===== src/orrm_pkg.sv =====
package orrm_pkg;

   localparam int DATA_W = 8;
   localparam int ADDR_W = 16;
   localparam int LOW_REGS = 32;
   localparam int IDX_W = 5;
   localparam int DELAY_W = 12;

   // byte addresses of the decoded areas
   localparam logic [ADDR_W-1:0] LOW_PAGE_FIRST = 16'h0000;
   localparam logic [ADDR_W-1:0] LOW_PAGE_LAST = 16'h001f;
   localparam logic [ADDR_W-1:0] CAN_FIRST = 16'h0020;
   localparam logic [ADDR_W-1:0] CAN_LAST = 16'h003d;
   localparam logic [ADDR_W-1:0] EEPROM_OPTIONS_ADDR = 16'h0100;
   localparam logic [ADDR_W-1:0] MASK_OPTION_ADDR = 16'h7fde;

   // low page register offsets
   localparam logic [IDX_W-1:0] PORT_A_DATA = 5'h00;
   localparam logic [IDX_W-1:0] PORT_B_DATA = 5'h01;
   localparam logic [IDX_W-1:0] PORT_C_DATA = 5'h02;
   localparam logic [IDX_W-1:0] PORT_D_INPUT = 5'h03;
   localparam logic [IDX_W-1:0] PORT_A_DIRECTION = 5'h04;
   localparam logic [IDX_W-1:0] PORT_B_DIRECTION = 5'h05;
   localparam logic [IDX_W-1:0] PORT_C_DIRECTION = 5'h06;
   localparam logic [IDX_W-1:0] NVM_AND_CLOCK_OUT_CONTROL = 5'h07;
   localparam logic [IDX_W-1:0] ADC_RESULT = 5'h08;
   localparam logic [IDX_W-1:0] ADC_STATUS_CONTROL = 5'h09;
   localparam logic [IDX_W-1:0] PULSE_LENGTH_A = 5'h0a;
   localparam logic [IDX_W-1:0] PULSE_LENGTH_B = 5'h0b;
   localparam logic [IDX_W-1:0] MISCELLANEOUS_CONTROL = 5'h0c;
   localparam logic [IDX_W-1:0] SERIAL_RATE_SELECT = 5'h0d;
   localparam logic [IDX_W-1:0] SERIAL_CONTROL_1 = 5'h0e;
   localparam logic [IDX_W-1:0] SERIAL_CONTROL_2 = 5'h0f;
   localparam logic [IDX_W-1:0] SERIAL_STATUS = 5'h10;
   localparam logic [IDX_W-1:0] SERIAL_DATA = 5'h11;
   localparam logic [IDX_W-1:0] TIMER_CONTROL = 5'h12;
   localparam logic [IDX_W-1:0] TIMER_STATUS = 5'h13;
   localparam logic [IDX_W-1:0] CAPTURE_1_HIGH = 5'h14;
   localparam logic [IDX_W-1:0] CAPTURE_1_LOW = 5'h15;
   localparam logic [IDX_W-1:0] COMPARE_1_HIGH = 5'h16;
   localparam logic [IDX_W-1:0] COMPARE_1_LOW = 5'h17;
   localparam logic [IDX_W-1:0] FREE_COUNTER_HIGH = 5'h18;
   localparam logic [IDX_W-1:0] FREE_COUNTER_LOW = 5'h19;
   localparam logic [IDX_W-1:0] ALT_COUNTER_HIGH = 5'h1a;
   localparam logic [IDX_W-1:0] ALT_COUNTER_LOW = 5'h1b;
   localparam logic [IDX_W-1:0] CAPTURE_2_HIGH = 5'h1c;
   localparam logic [IDX_W-1:0] CAPTURE_2_LOW = 5'h1d;
   localparam logic [IDX_W-1:0] COMPARE_2_HIGH = 5'h1e;
   localparam logic [IDX_W-1:0] COMPARE_2_LOW = 5'h1f;

   // reset values, the zero one and those that are not zero
   localparam logic [DATA_W-1:0] RESET_ZERO = 8'h00;
   localparam logic [DATA_W-1:0] RESET_MISC_BASE = 8'h10;
   localparam logic [DATA_W-1:0] RESET_SERIAL_STATUS = 8'hc0;
   localparam logic [DATA_W-1:0] RESET_COUNTER_HIGH = 8'hff;
   localparam logic [DATA_W-1:0] RESET_COUNTER_LOW = 8'hfc;

   // software writable bits per register
   localparam logic [DATA_W-1:0] WMASK_ALL = 8'hff;
   localparam logic [DATA_W-1:0] WMASK_NONE = 8'h00;
   localparam logic [DATA_W-1:0] WMASK_ADC_STATUS = 8'h6f;
   localparam logic [DATA_W-1:0] WMASK_MISC = 8'h7e;

   // field positions
   localparam int MISC_POWER_ON_BIT = 7;
   localparam int MISC_WATCHDOG_ENABLE_BIT = 0;
   localparam int MASK_WATCHDOG_BIT = 7;
   localparam int MASK_OSC_DIVIDE_BY_TWO_BIT = 6;
   localparam int MASK_SHORT_DELAY_BIT = 4;

   // delay lengths in bus cycles, divide ratios
   localparam logic [DELAY_W-1:0] POR_LONG_CYCLES = 12'd4064;
   localparam logic [DELAY_W-1:0] POR_SHORT_CYCLES = 12'd16;
   localparam logic [3:0] OSC_DIVIDE_BY_TEN = 4'ha;
   localparam logic [3:0] OSC_DIVIDE_BY_TWO = 4'h2;

   typedef struct packed {
      logic [ADDR_W-1:0] addr;
      logic [DATA_W-1:0] wdata;
      logic wr;
      logic rd;
   } orrm_bus_req_type;

   typedef struct packed {
      logic select;
      logic wr;
      logic rd;
      logic [5:0] offset;
      logic [DATA_W-1:0] wdata;
   } orrm_can_req_type;

   typedef struct packed {
      logic [3:0] osc_divide_ratio;
      logic cpu_hold;
   } orrm_clock_cfg_type;

   typedef enum logic [2:0] {
      SRC_NONE,
      SRC_LOW,
      SRC_CAN,
      SRC_OPTIONS,
      SRC_MASK
   } orrm_read_src_type;

   function automatic logic [DATA_W-1:0] reset_value(input logic [IDX_W-1:0] idx);
      case (idx)
         SERIAL_STATUS: reset_value = RESET_SERIAL_STATUS;
         FREE_COUNTER_HIGH, ALT_COUNTER_HIGH: reset_value = RESET_COUNTER_HIGH;
         FREE_COUNTER_LOW, ALT_COUNTER_LOW: reset_value = RESET_COUNTER_LOW;
         MISCELLANEOUS_CONTROL: reset_value = RESET_MISC_BASE;
         default: reset_value = RESET_ZERO;
      endcase
   endfunction

   function automatic logic [DATA_W-1:0] write_mask(input logic [IDX_W-1:0] idx);
      case (idx)
         PORT_D_INPUT, ADC_RESULT, SERIAL_STATUS, TIMER_STATUS, CAPTURE_1_HIGH, CAPTURE_1_LOW,
         FREE_COUNTER_HIGH, FREE_COUNTER_LOW, ALT_COUNTER_HIGH, ALT_COUNTER_LOW,
         CAPTURE_2_HIGH, CAPTURE_2_LOW: write_mask = WMASK_NONE;
         ADC_STATUS_CONTROL: write_mask = WMASK_ADC_STATUS;
         MISCELLANEOUS_CONTROL: write_mask = WMASK_MISC;
         default: write_mask = WMASK_ALL;
      endcase
   endfunction

   function automatic logic in_range(input logic [ADDR_W-1:0] a, input logic [ADDR_W-1:0] lo,
                                     input logic [ADDR_W-1:0] hi);
      in_range = (a >= lo) && (a <= hi);
   endfunction

endpackage


===== src/orrm_top.sv =====
// What this block does
// - affected revision forces 4064-cycle delay and, outside bootloader mode, divide-by-ten during every reset
// - mask option byte chooses delay length and divide ratio otherwise
// - earlier revision bootloader: ratio ten if CAN pin high, two if low
// - later revisions bootloader: ratio two regardless of CAN pin
// - CAN pin high maps CAN controller registers at 0x0020 to 0x003d
// - power-on reset sets bit 7 of miscellaneous register
// - watchdog enable bit loaded from mask option after reset
// - EEPROM options byte at 0x0100 untouched by reset
// - mask option byte at 0x7fde untouched by reset
`timescale 1ns/100ps
module orrm_top #(
   parameter bit EARLY_REVISION = 1'b1
) (
   input wire logic i_clock,
   input wire logic i_rst_n,
   input wire logic i_clk_en,
   input wire orrm_pkg::orrm_bus_req_type i_bus,
   output logic [orrm_pkg::DATA_W-1:0] o_rdata,
   input wire logic i_power_on,
   input wire logic i_can_enable_pin,
   input wire logic i_bootloader_mode,
   input wire logic [orrm_pkg::DATA_W-1:0] i_mask_option_cells,
   input wire logic [orrm_pkg::DATA_W-1:0] i_eeprom_cells,
   output logic o_eeprom_write,
   output logic [orrm_pkg::DATA_W-1:0] o_eeprom_wdata,
   input wire logic [orrm_pkg::LOW_REGS-1:0][orrm_pkg::DATA_W-1:0] i_periph_values,
   output logic [orrm_pkg::LOW_REGS-1:0][orrm_pkg::DATA_W-1:0] o_regs,
   output orrm_pkg::orrm_can_req_type o_can,
   input wire logic [orrm_pkg::DATA_W-1:0] i_can_rdata,
   output orrm_pkg::orrm_clock_cfg_type o_clock_cfg
);

   logic [orrm_pkg::LOW_REGS-1:0][orrm_pkg::DATA_W-1:0] regs_q;
   logic [orrm_pkg::LOW_REGS-1:0][orrm_pkg::DATA_W-1:0] regs_d;
   logic [orrm_pkg::LOW_REGS-1:0][orrm_pkg::DATA_W-1:0] regs_rst;
   orrm_pkg::orrm_read_src_type src_q;
   orrm_pkg::orrm_read_src_type src_d;
   logic [orrm_pkg::DATA_W-1:0] rdata_q;
   logic [orrm_pkg::DATA_W-1:0] rdata_d;
   logic [orrm_pkg::DELAY_W-1:0] delay_cnt_q;
   logic hold_q;
   orrm_pkg::orrm_clock_cfg_type cfg_q;
   orrm_pkg::orrm_clock_cfg_type cfg_d;
   logic eeprom_write_q;
   logic [orrm_pkg::DATA_W-1:0] eeprom_wdata_q;

   // address decode
   wire logic [orrm_pkg::IDX_W-1:0] bus_idx = i_bus.addr[orrm_pkg::IDX_W-1:0];
   wire logic hit_low = orrm_pkg::in_range(i_bus.addr, orrm_pkg::LOW_PAGE_FIRST, orrm_pkg::LOW_PAGE_LAST);
   wire logic hit_can = i_can_enable_pin &&
                        orrm_pkg::in_range(i_bus.addr, orrm_pkg::CAN_FIRST, orrm_pkg::CAN_LAST);
   wire logic hit_options = (i_bus.addr == orrm_pkg::EEPROM_OPTIONS_ADDR);
   wire logic hit_mask = (i_bus.addr == orrm_pkg::MASK_OPTION_ADDR);
   wire logic low_wr = i_bus.wr && hit_low;

   // mask option selections
   wire logic [orrm_pkg::DELAY_W-1:0] mask_delay = i_mask_option_cells[orrm_pkg::MASK_SHORT_DELAY_BIT] ?
                                                   orrm_pkg::POR_SHORT_CYCLES : orrm_pkg::POR_LONG_CYCLES;
   wire logic [3:0] mask_ratio = i_mask_option_cells[orrm_pkg::MASK_OSC_DIVIDE_BY_TWO_BIT] ?
                                 orrm_pkg::OSC_DIVIDE_BY_TWO : orrm_pkg::OSC_DIVIDE_BY_TEN;
   wire logic [orrm_pkg::DELAY_W-1:0] delay_len = EARLY_REVISION ? orrm_pkg::POR_LONG_CYCLES : mask_delay;
   wire logic [3:0] boot_ratio = (EARLY_REVISION && i_can_enable_pin) ?
                                 orrm_pkg::OSC_DIVIDE_BY_TEN : orrm_pkg::OSC_DIVIDE_BY_TWO;
   wire logic [3:0] reset_ratio = EARLY_REVISION ? orrm_pkg::OSC_DIVIDE_BY_TEN : mask_ratio;
   wire logic delay_done = (delay_cnt_q == delay_len - 12'd1);

   // reset image of the low page
   always_comb begin
      for (int i = 0; i < orrm_pkg::LOW_REGS; i++) begin
         regs_rst[i] = orrm_pkg::reset_value(orrm_pkg::IDX_W'(i));
      end
      regs_rst[orrm_pkg::MISCELLANEOUS_CONTROL][orrm_pkg::MISC_POWER_ON_BIT] =
         i_power_on || regs_q[orrm_pkg::MISCELLANEOUS_CONTROL][orrm_pkg::MISC_POWER_ON_BIT];
      regs_rst[orrm_pkg::MISCELLANEOUS_CONTROL][orrm_pkg::MISC_WATCHDOG_ENABLE_BIT] =
         i_mask_option_cells[orrm_pkg::MASK_WATCHDOG_BIT];
   end

   // next value: writable bits from software, the rest mirrored from peripherals
   always_comb begin
      logic [orrm_pkg::DATA_W-1:0] m;
      m = '0;
      for (int i = 0; i < orrm_pkg::LOW_REGS; i++) begin
         m = orrm_pkg::write_mask(orrm_pkg::IDX_W'(i));
         regs_d[i] = (regs_q[i] & m) | (i_periph_values[i] & ~m);
         if (low_wr && bus_idx == orrm_pkg::IDX_W'(i)) begin
            regs_d[i] = (i_bus.wdata & m) | (i_periph_values[i] & ~m);
         end
      end
      // power-on flag only cleared by writing zero, watchdog bit held
      regs_d[orrm_pkg::MISCELLANEOUS_CONTROL][orrm_pkg::MISC_POWER_ON_BIT] =
         regs_q[orrm_pkg::MISCELLANEOUS_CONTROL][orrm_pkg::MISC_POWER_ON_BIT] &&
         !(low_wr && bus_idx == orrm_pkg::MISCELLANEOUS_CONTROL &&
           !i_bus.wdata[orrm_pkg::MISC_POWER_ON_BIT]);
      regs_d[orrm_pkg::MISCELLANEOUS_CONTROL][orrm_pkg::MISC_WATCHDOG_ENABLE_BIT] =
         regs_q[orrm_pkg::MISCELLANEOUS_CONTROL][orrm_pkg::MISC_WATCHDOG_ENABLE_BIT];
   end

   // read source and local read data
   always_comb begin
      src_d = orrm_pkg::SRC_NONE;
      rdata_d = '0;
      if (i_bus.rd) begin
         if (hit_low) begin
            src_d = orrm_pkg::SRC_LOW;
            rdata_d = regs_q[bus_idx];
         end else if (hit_can) begin
            src_d = orrm_pkg::SRC_CAN;
         end else if (hit_options) begin
            src_d = orrm_pkg::SRC_OPTIONS;
            rdata_d = i_eeprom_cells;
         end else if (hit_mask) begin
            src_d = orrm_pkg::SRC_MASK;
            rdata_d = i_mask_option_cells;
         end
      end
   end

   // divide ratio and cpu hold
   always_comb begin
      cfg_d.cpu_hold = hold_q && !delay_done;
      if (i_bootloader_mode) begin
         cfg_d.osc_divide_ratio = boot_ratio;
      end else if (cfg_d.cpu_hold) begin
         cfg_d.osc_divide_ratio = reset_ratio;
      end else begin
         cfg_d.osc_divide_ratio = mask_ratio;
      end
   end

   always_ff @(posedge i_clock) begin
      if (!i_rst_n) begin
         regs_q <= regs_rst;
      end else if (i_clk_en) begin
         regs_q <= regs_d;
      end
   end

   always_ff @(posedge i_clock) begin
      if (!i_rst_n) begin
         src_q <= orrm_pkg::SRC_NONE;
         rdata_q <= '0;
         eeprom_write_q <= 1'b0;
         eeprom_wdata_q <= '0;
      end else if (i_clk_en) begin
         src_q <= src_d;
         rdata_q <= rdata_d;
         eeprom_write_q <= i_bus.wr && hit_options;
         eeprom_wdata_q <= (i_bus.wr && hit_options) ? i_bus.wdata : eeprom_wdata_q;
      end
   end

   // power-on delay after every reset
   always_ff @(posedge i_clock) begin
      if (!i_rst_n) begin
         delay_cnt_q <= '0;
         hold_q <= 1'b1;
         cfg_q.cpu_hold <= 1'b1;
         cfg_q.osc_divide_ratio <= i_bootloader_mode ? boot_ratio : reset_ratio;
      end else if (i_clk_en) begin
         hold_q <= cfg_d.cpu_hold;
         delay_cnt_q <= hold_q ? delay_cnt_q + 12'd1 : delay_cnt_q;
         cfg_q <= cfg_d;
      end
   end

   // CAN controller strobes pass straight through, its data answers next cycle
   assign o_can.select = hit_can;
   assign o_can.wr = i_bus.wr && hit_can;
   assign o_can.rd = i_bus.rd && hit_can;
   assign o_can.offset = i_bus.addr[5:0];
   assign o_can.wdata = i_bus.wdata;

   assign o_rdata = (src_q == orrm_pkg::SRC_CAN) ? i_can_rdata : rdata_q;
   assign o_regs = regs_q;
   assign o_eeprom_write = eeprom_write_q;
   assign o_eeprom_wdata = eeprom_wdata_q;
   assign o_clock_cfg = cfg_q;

endmodule


===== config.mk =====
export PLATFORM = sky130hd
export DESIGN_NAME = orrm_top
export DESIGN_NICKNAME = d
export VERILOG_FILES = /design/src/orrm_pkg.sv /design/src/orrm_top.sv
export SDC_FILE = /design/constraint.sdc
export NUM_CORES = 1
export LEC_CHECK = 0
export BUFFER_PORTS_ARGS = -buffer_cell sky130_fd_sc_hd__buf_2
export CORE_AREA = 2 2 239 241
export CTS_BUF_LIST = sky130_fd_sc_hd__clkbuf_8
export CTS_CLUSTER_SIZE = 25
export DETAILED_ROUTE_END_ITERATION = 8
export DIE_AREA = 0 0 241 243
export GPL_TIMING_DRIVEN = 0
export PLACE_DENSITY_LB_ADDON = 0.25
export SETUP_SLACK_MARGIN = 0.1
export SLEW_MARGIN = 20
export SYNTH_ARGS = -nofsm -noshare
export SYNTH_HDL_FRONTEND = slang
export SYNTH_SLANG_ARGS = --single-unit

===== constraint.sdc =====
create_clock -name i_clock -period 4.1 [get_ports i_clock]
set_clock_uncertainty 0.2 [all_clocks]
set_input_delay 0.41 -clock i_clock [delete_from_list [all_inputs] [get_ports i_clock]]
set_output_delay 0.41 -clock i_clock [all_outputs]
set_load 0.01 [all_outputs]

==> reports/results.ini <==
[logic_synthesis]
synth.most_common_cell=dfxtp_1
ys.flop_type=dfxtp_1
synth_cells=1296
synth_top_family_by_area=multiplexers
synth_area_leader_cell=dfxtp_1
yosys.area_share.xor_xnor=0.005369
yosys.area_share.adder=0.0009588
synth.area.top_cells=dfxtp_1, mux2i_1, mux4_2
synthTopCellsByCount=dfxtp_1, mux2i_1, nor2_1
synth_top_area_frac=0.4403
synth-async-reset-ratio=0
synth_compound_area_frac=0.08082
ys_seq_area_frac=0.4472
avgSynthCellArea_sq_um=10.07
synthSimpleGateAreaFrac=0.1574
synthDistinctLibCells=63
yosysWarnings=0
syn-cell-area_sq_um=13050
ys_ff_latch=290
synthMuxAreaShare=0.2631
synth_edf_count=3

[global_route]
grt_max_degree=14
grt_pass1_vias=12850
overflow=0
grt_first_pass_wirelength_um=97510
antenna_found_initial=1
grt_usage=0.2396

[floorplan]
fp-row-count=87
num_io_pins=607
start_util=0.2332
core_sq_um=55950
die_w_um=241
die_area_sq_um=58560
die_y_um=243

[sta]
worst_slew_pin_slew_ns=1.097
fin_crit_ns=3.264
finalHoldViolations=0
rsz0062_at_grt=no
max_freq_ghz=0.3063
slew-limit-headroom=0.2690
timing.hold.ws_ns=0.04778
fin_crit_sh=0.7962
setup_tns_ns=0
final-setup-viol-count=0
final_max_slew_viol_count=0
layout_setup_ws_ns=0.8356

[final_layout]
layout-area-overhead-vs-synth_pct=42.84
layout.nets=2232
layout.cells.non_filler=2721
drive_gt1_frac=0.3335
fill_cells=5894

[setup_path]
rr_startpoint=delay_cnt_q[0]
r2r_end=o_clock_cfg[4]
reg2reg_slack_ns=1.77
required_ns=3.49
cp-start-kind=primary input
cp-startpoint=i_bus[11]
worstRegToRegCells=7
critPathMaxFanout=10
cp_data_arrival_time_ns=2.65
endpoint_kind=output pin
path_class=in2out

[clock_tree]
cts.sinks=290
clk-insertion-delay-late_ns=0.66
cts_hold_buf=122
cts_max_path_buffers=3
root_buffer=clkbuf_8
clk_pin_slew_worst_paths_ns=0.06
ctsResizeCount=0
cts_buffers=55
cts_tree=done
cts_setup_buffers=0
htreeDepth=2

[status]
status=finished clean

[placed_design]
dp.cells=2496
port_buffers=442
hpwl_um=56300
pre_cts_slack_ns=0.4895
routabilityCongestion=0.9144

[worst_hold_path]
min-delay-start=i_bus[0]
min_path_cells=3
hp-class=in2reg
hold_path_end=rdata_q[6]

[pwr]
ir_drop_mv=0.2289
p_per_area_nw_per_um2=368.9
leakage_uw=0.008229

[route]
post_drt_via_cell_ratio=4.749
wl_um=72190
drtIter0Drc=994
via_count=12920
drc=0
wl_per_cell_um=26.53
drtPass1Iterations=5
drtAntennaViolNets=0

[flow_run]
maxCapViolations=0

[worst max path at each step]
| stage | cells past startpoint | slack (ns) | endpoint |
|---|---|---|---|
| final | 8 | 0.84 | o_can[14] |
| after global routing | 8 | 0.72 | o_can[14] |
| after CTS | 8 | 0.77 | o_can[14] |
| after detailed placement | 8 | 0.49 | rdata_q[5] |
| after global placement | 8 | 0.51 | rdata_q[5] |
| after floorplan | 7 | 1.85 | o_regs[23] |
[where the power goes]
group | total [uW] | switching [uW] | internal [uW]
logic | 829 | 489 | 340
clock network | 3090 | 1360 | 1730
registers | 2950 | 66.9 | 2890
[cell usage in the layout, fill, tap and decap left out, types with 10 or more instances in the layout]
cell type / instances
buf_4: 23
buf_2: 461
nand4_1: 16
inv_1: 28
o21ai_1: 36
nor2_1: 167
dfxtp_1: 287
nor3_1: 18
mux2i_1: 226
a22oi_1: 10
dlygate4sd3_1: 122
mux4_2: 42
nand3_1: 42
a31o_1: 30
clkbuf_8: 71
mux2_2: 20
nand2_1: 128
clkbuf_1: 63
[metrics by stage]
| step | power, uW | utilization | instance area [sq um] |
|---|---|---|---|
| after floorplan | 3350 | - | 13050 |
| after global placement | 3748 | 0.2897 | 16210 |
| after detailed placement | 3757 | 0.2900 | 16230 |
| after CTS | 6959 | 0.3330 | 18630 |
| after global routing | 7123 | 0.3331 | 18640 |
| final | 6876 | 0.3332 | 18640 |
[worst max-delay path, stage by stage]
cell	delay, ns
buf_4	0.20
buf_2	0.36
clkbuf_1	0.66
nand4_1	0.40
nand3_1	0.19
nor3_1	0.10
and2_1	0.17
buf_2	0.13
[layer usage]
| layer | GRT usage | part of all wire |
|---|---|---|
| met3 | 0.08052 | 0.099 |
| met5 | 0 | 0 |
| met2 | 0.3664 | 0.44 |
| met1 | 0.3199 | 0.44 |
| met4 | 0.06590 | 0.026 |
[layout make-up]
class                      count  area [sq um]  share of cell area
antenna                        1         2.502           0.0001342
buffer                       114         545.5             0.02927
clock buffer                  71         977.2             0.05242
clock inverter                31         206.4             0.01108
inverter                      10         37.54            0.002014
multi-input combinational    883          6641              0.3563
sequential                   290          5836              0.3131
tap                          756         945.9             0.05074
timing repair buffer         565          3448              0.1850
[state kept, by name, indices dropped and copies added, names as in the netlist]
| signal | count |
|---|---|
| o_regs | 256 |
| o_eeprom_wdata | 8 |
| o_clock_cfg | 1 |
| src_q | 3 |
| rdata_q | 8 |
| delay_cnt_q | 12 |
| o_eeprom_write | 1 |
| hold_q | 1 |
[cells by family (layout without fill, tap and decap cells)]
group / count (synthesis) / count (layout)
AO/OA/AOI/OAI: 147 / 147
XOR/XNOR: 8 / 8
adder cells (fa/ha/maj): 1 / 1
buffers and inverters: 124 / 791
flip-flops: 290 / 290
multiplexers: 288 / 288
other: 2 / 4
AND/OR/NAND/NOR: 436 / 436
(Power assumes the default switching activity.)
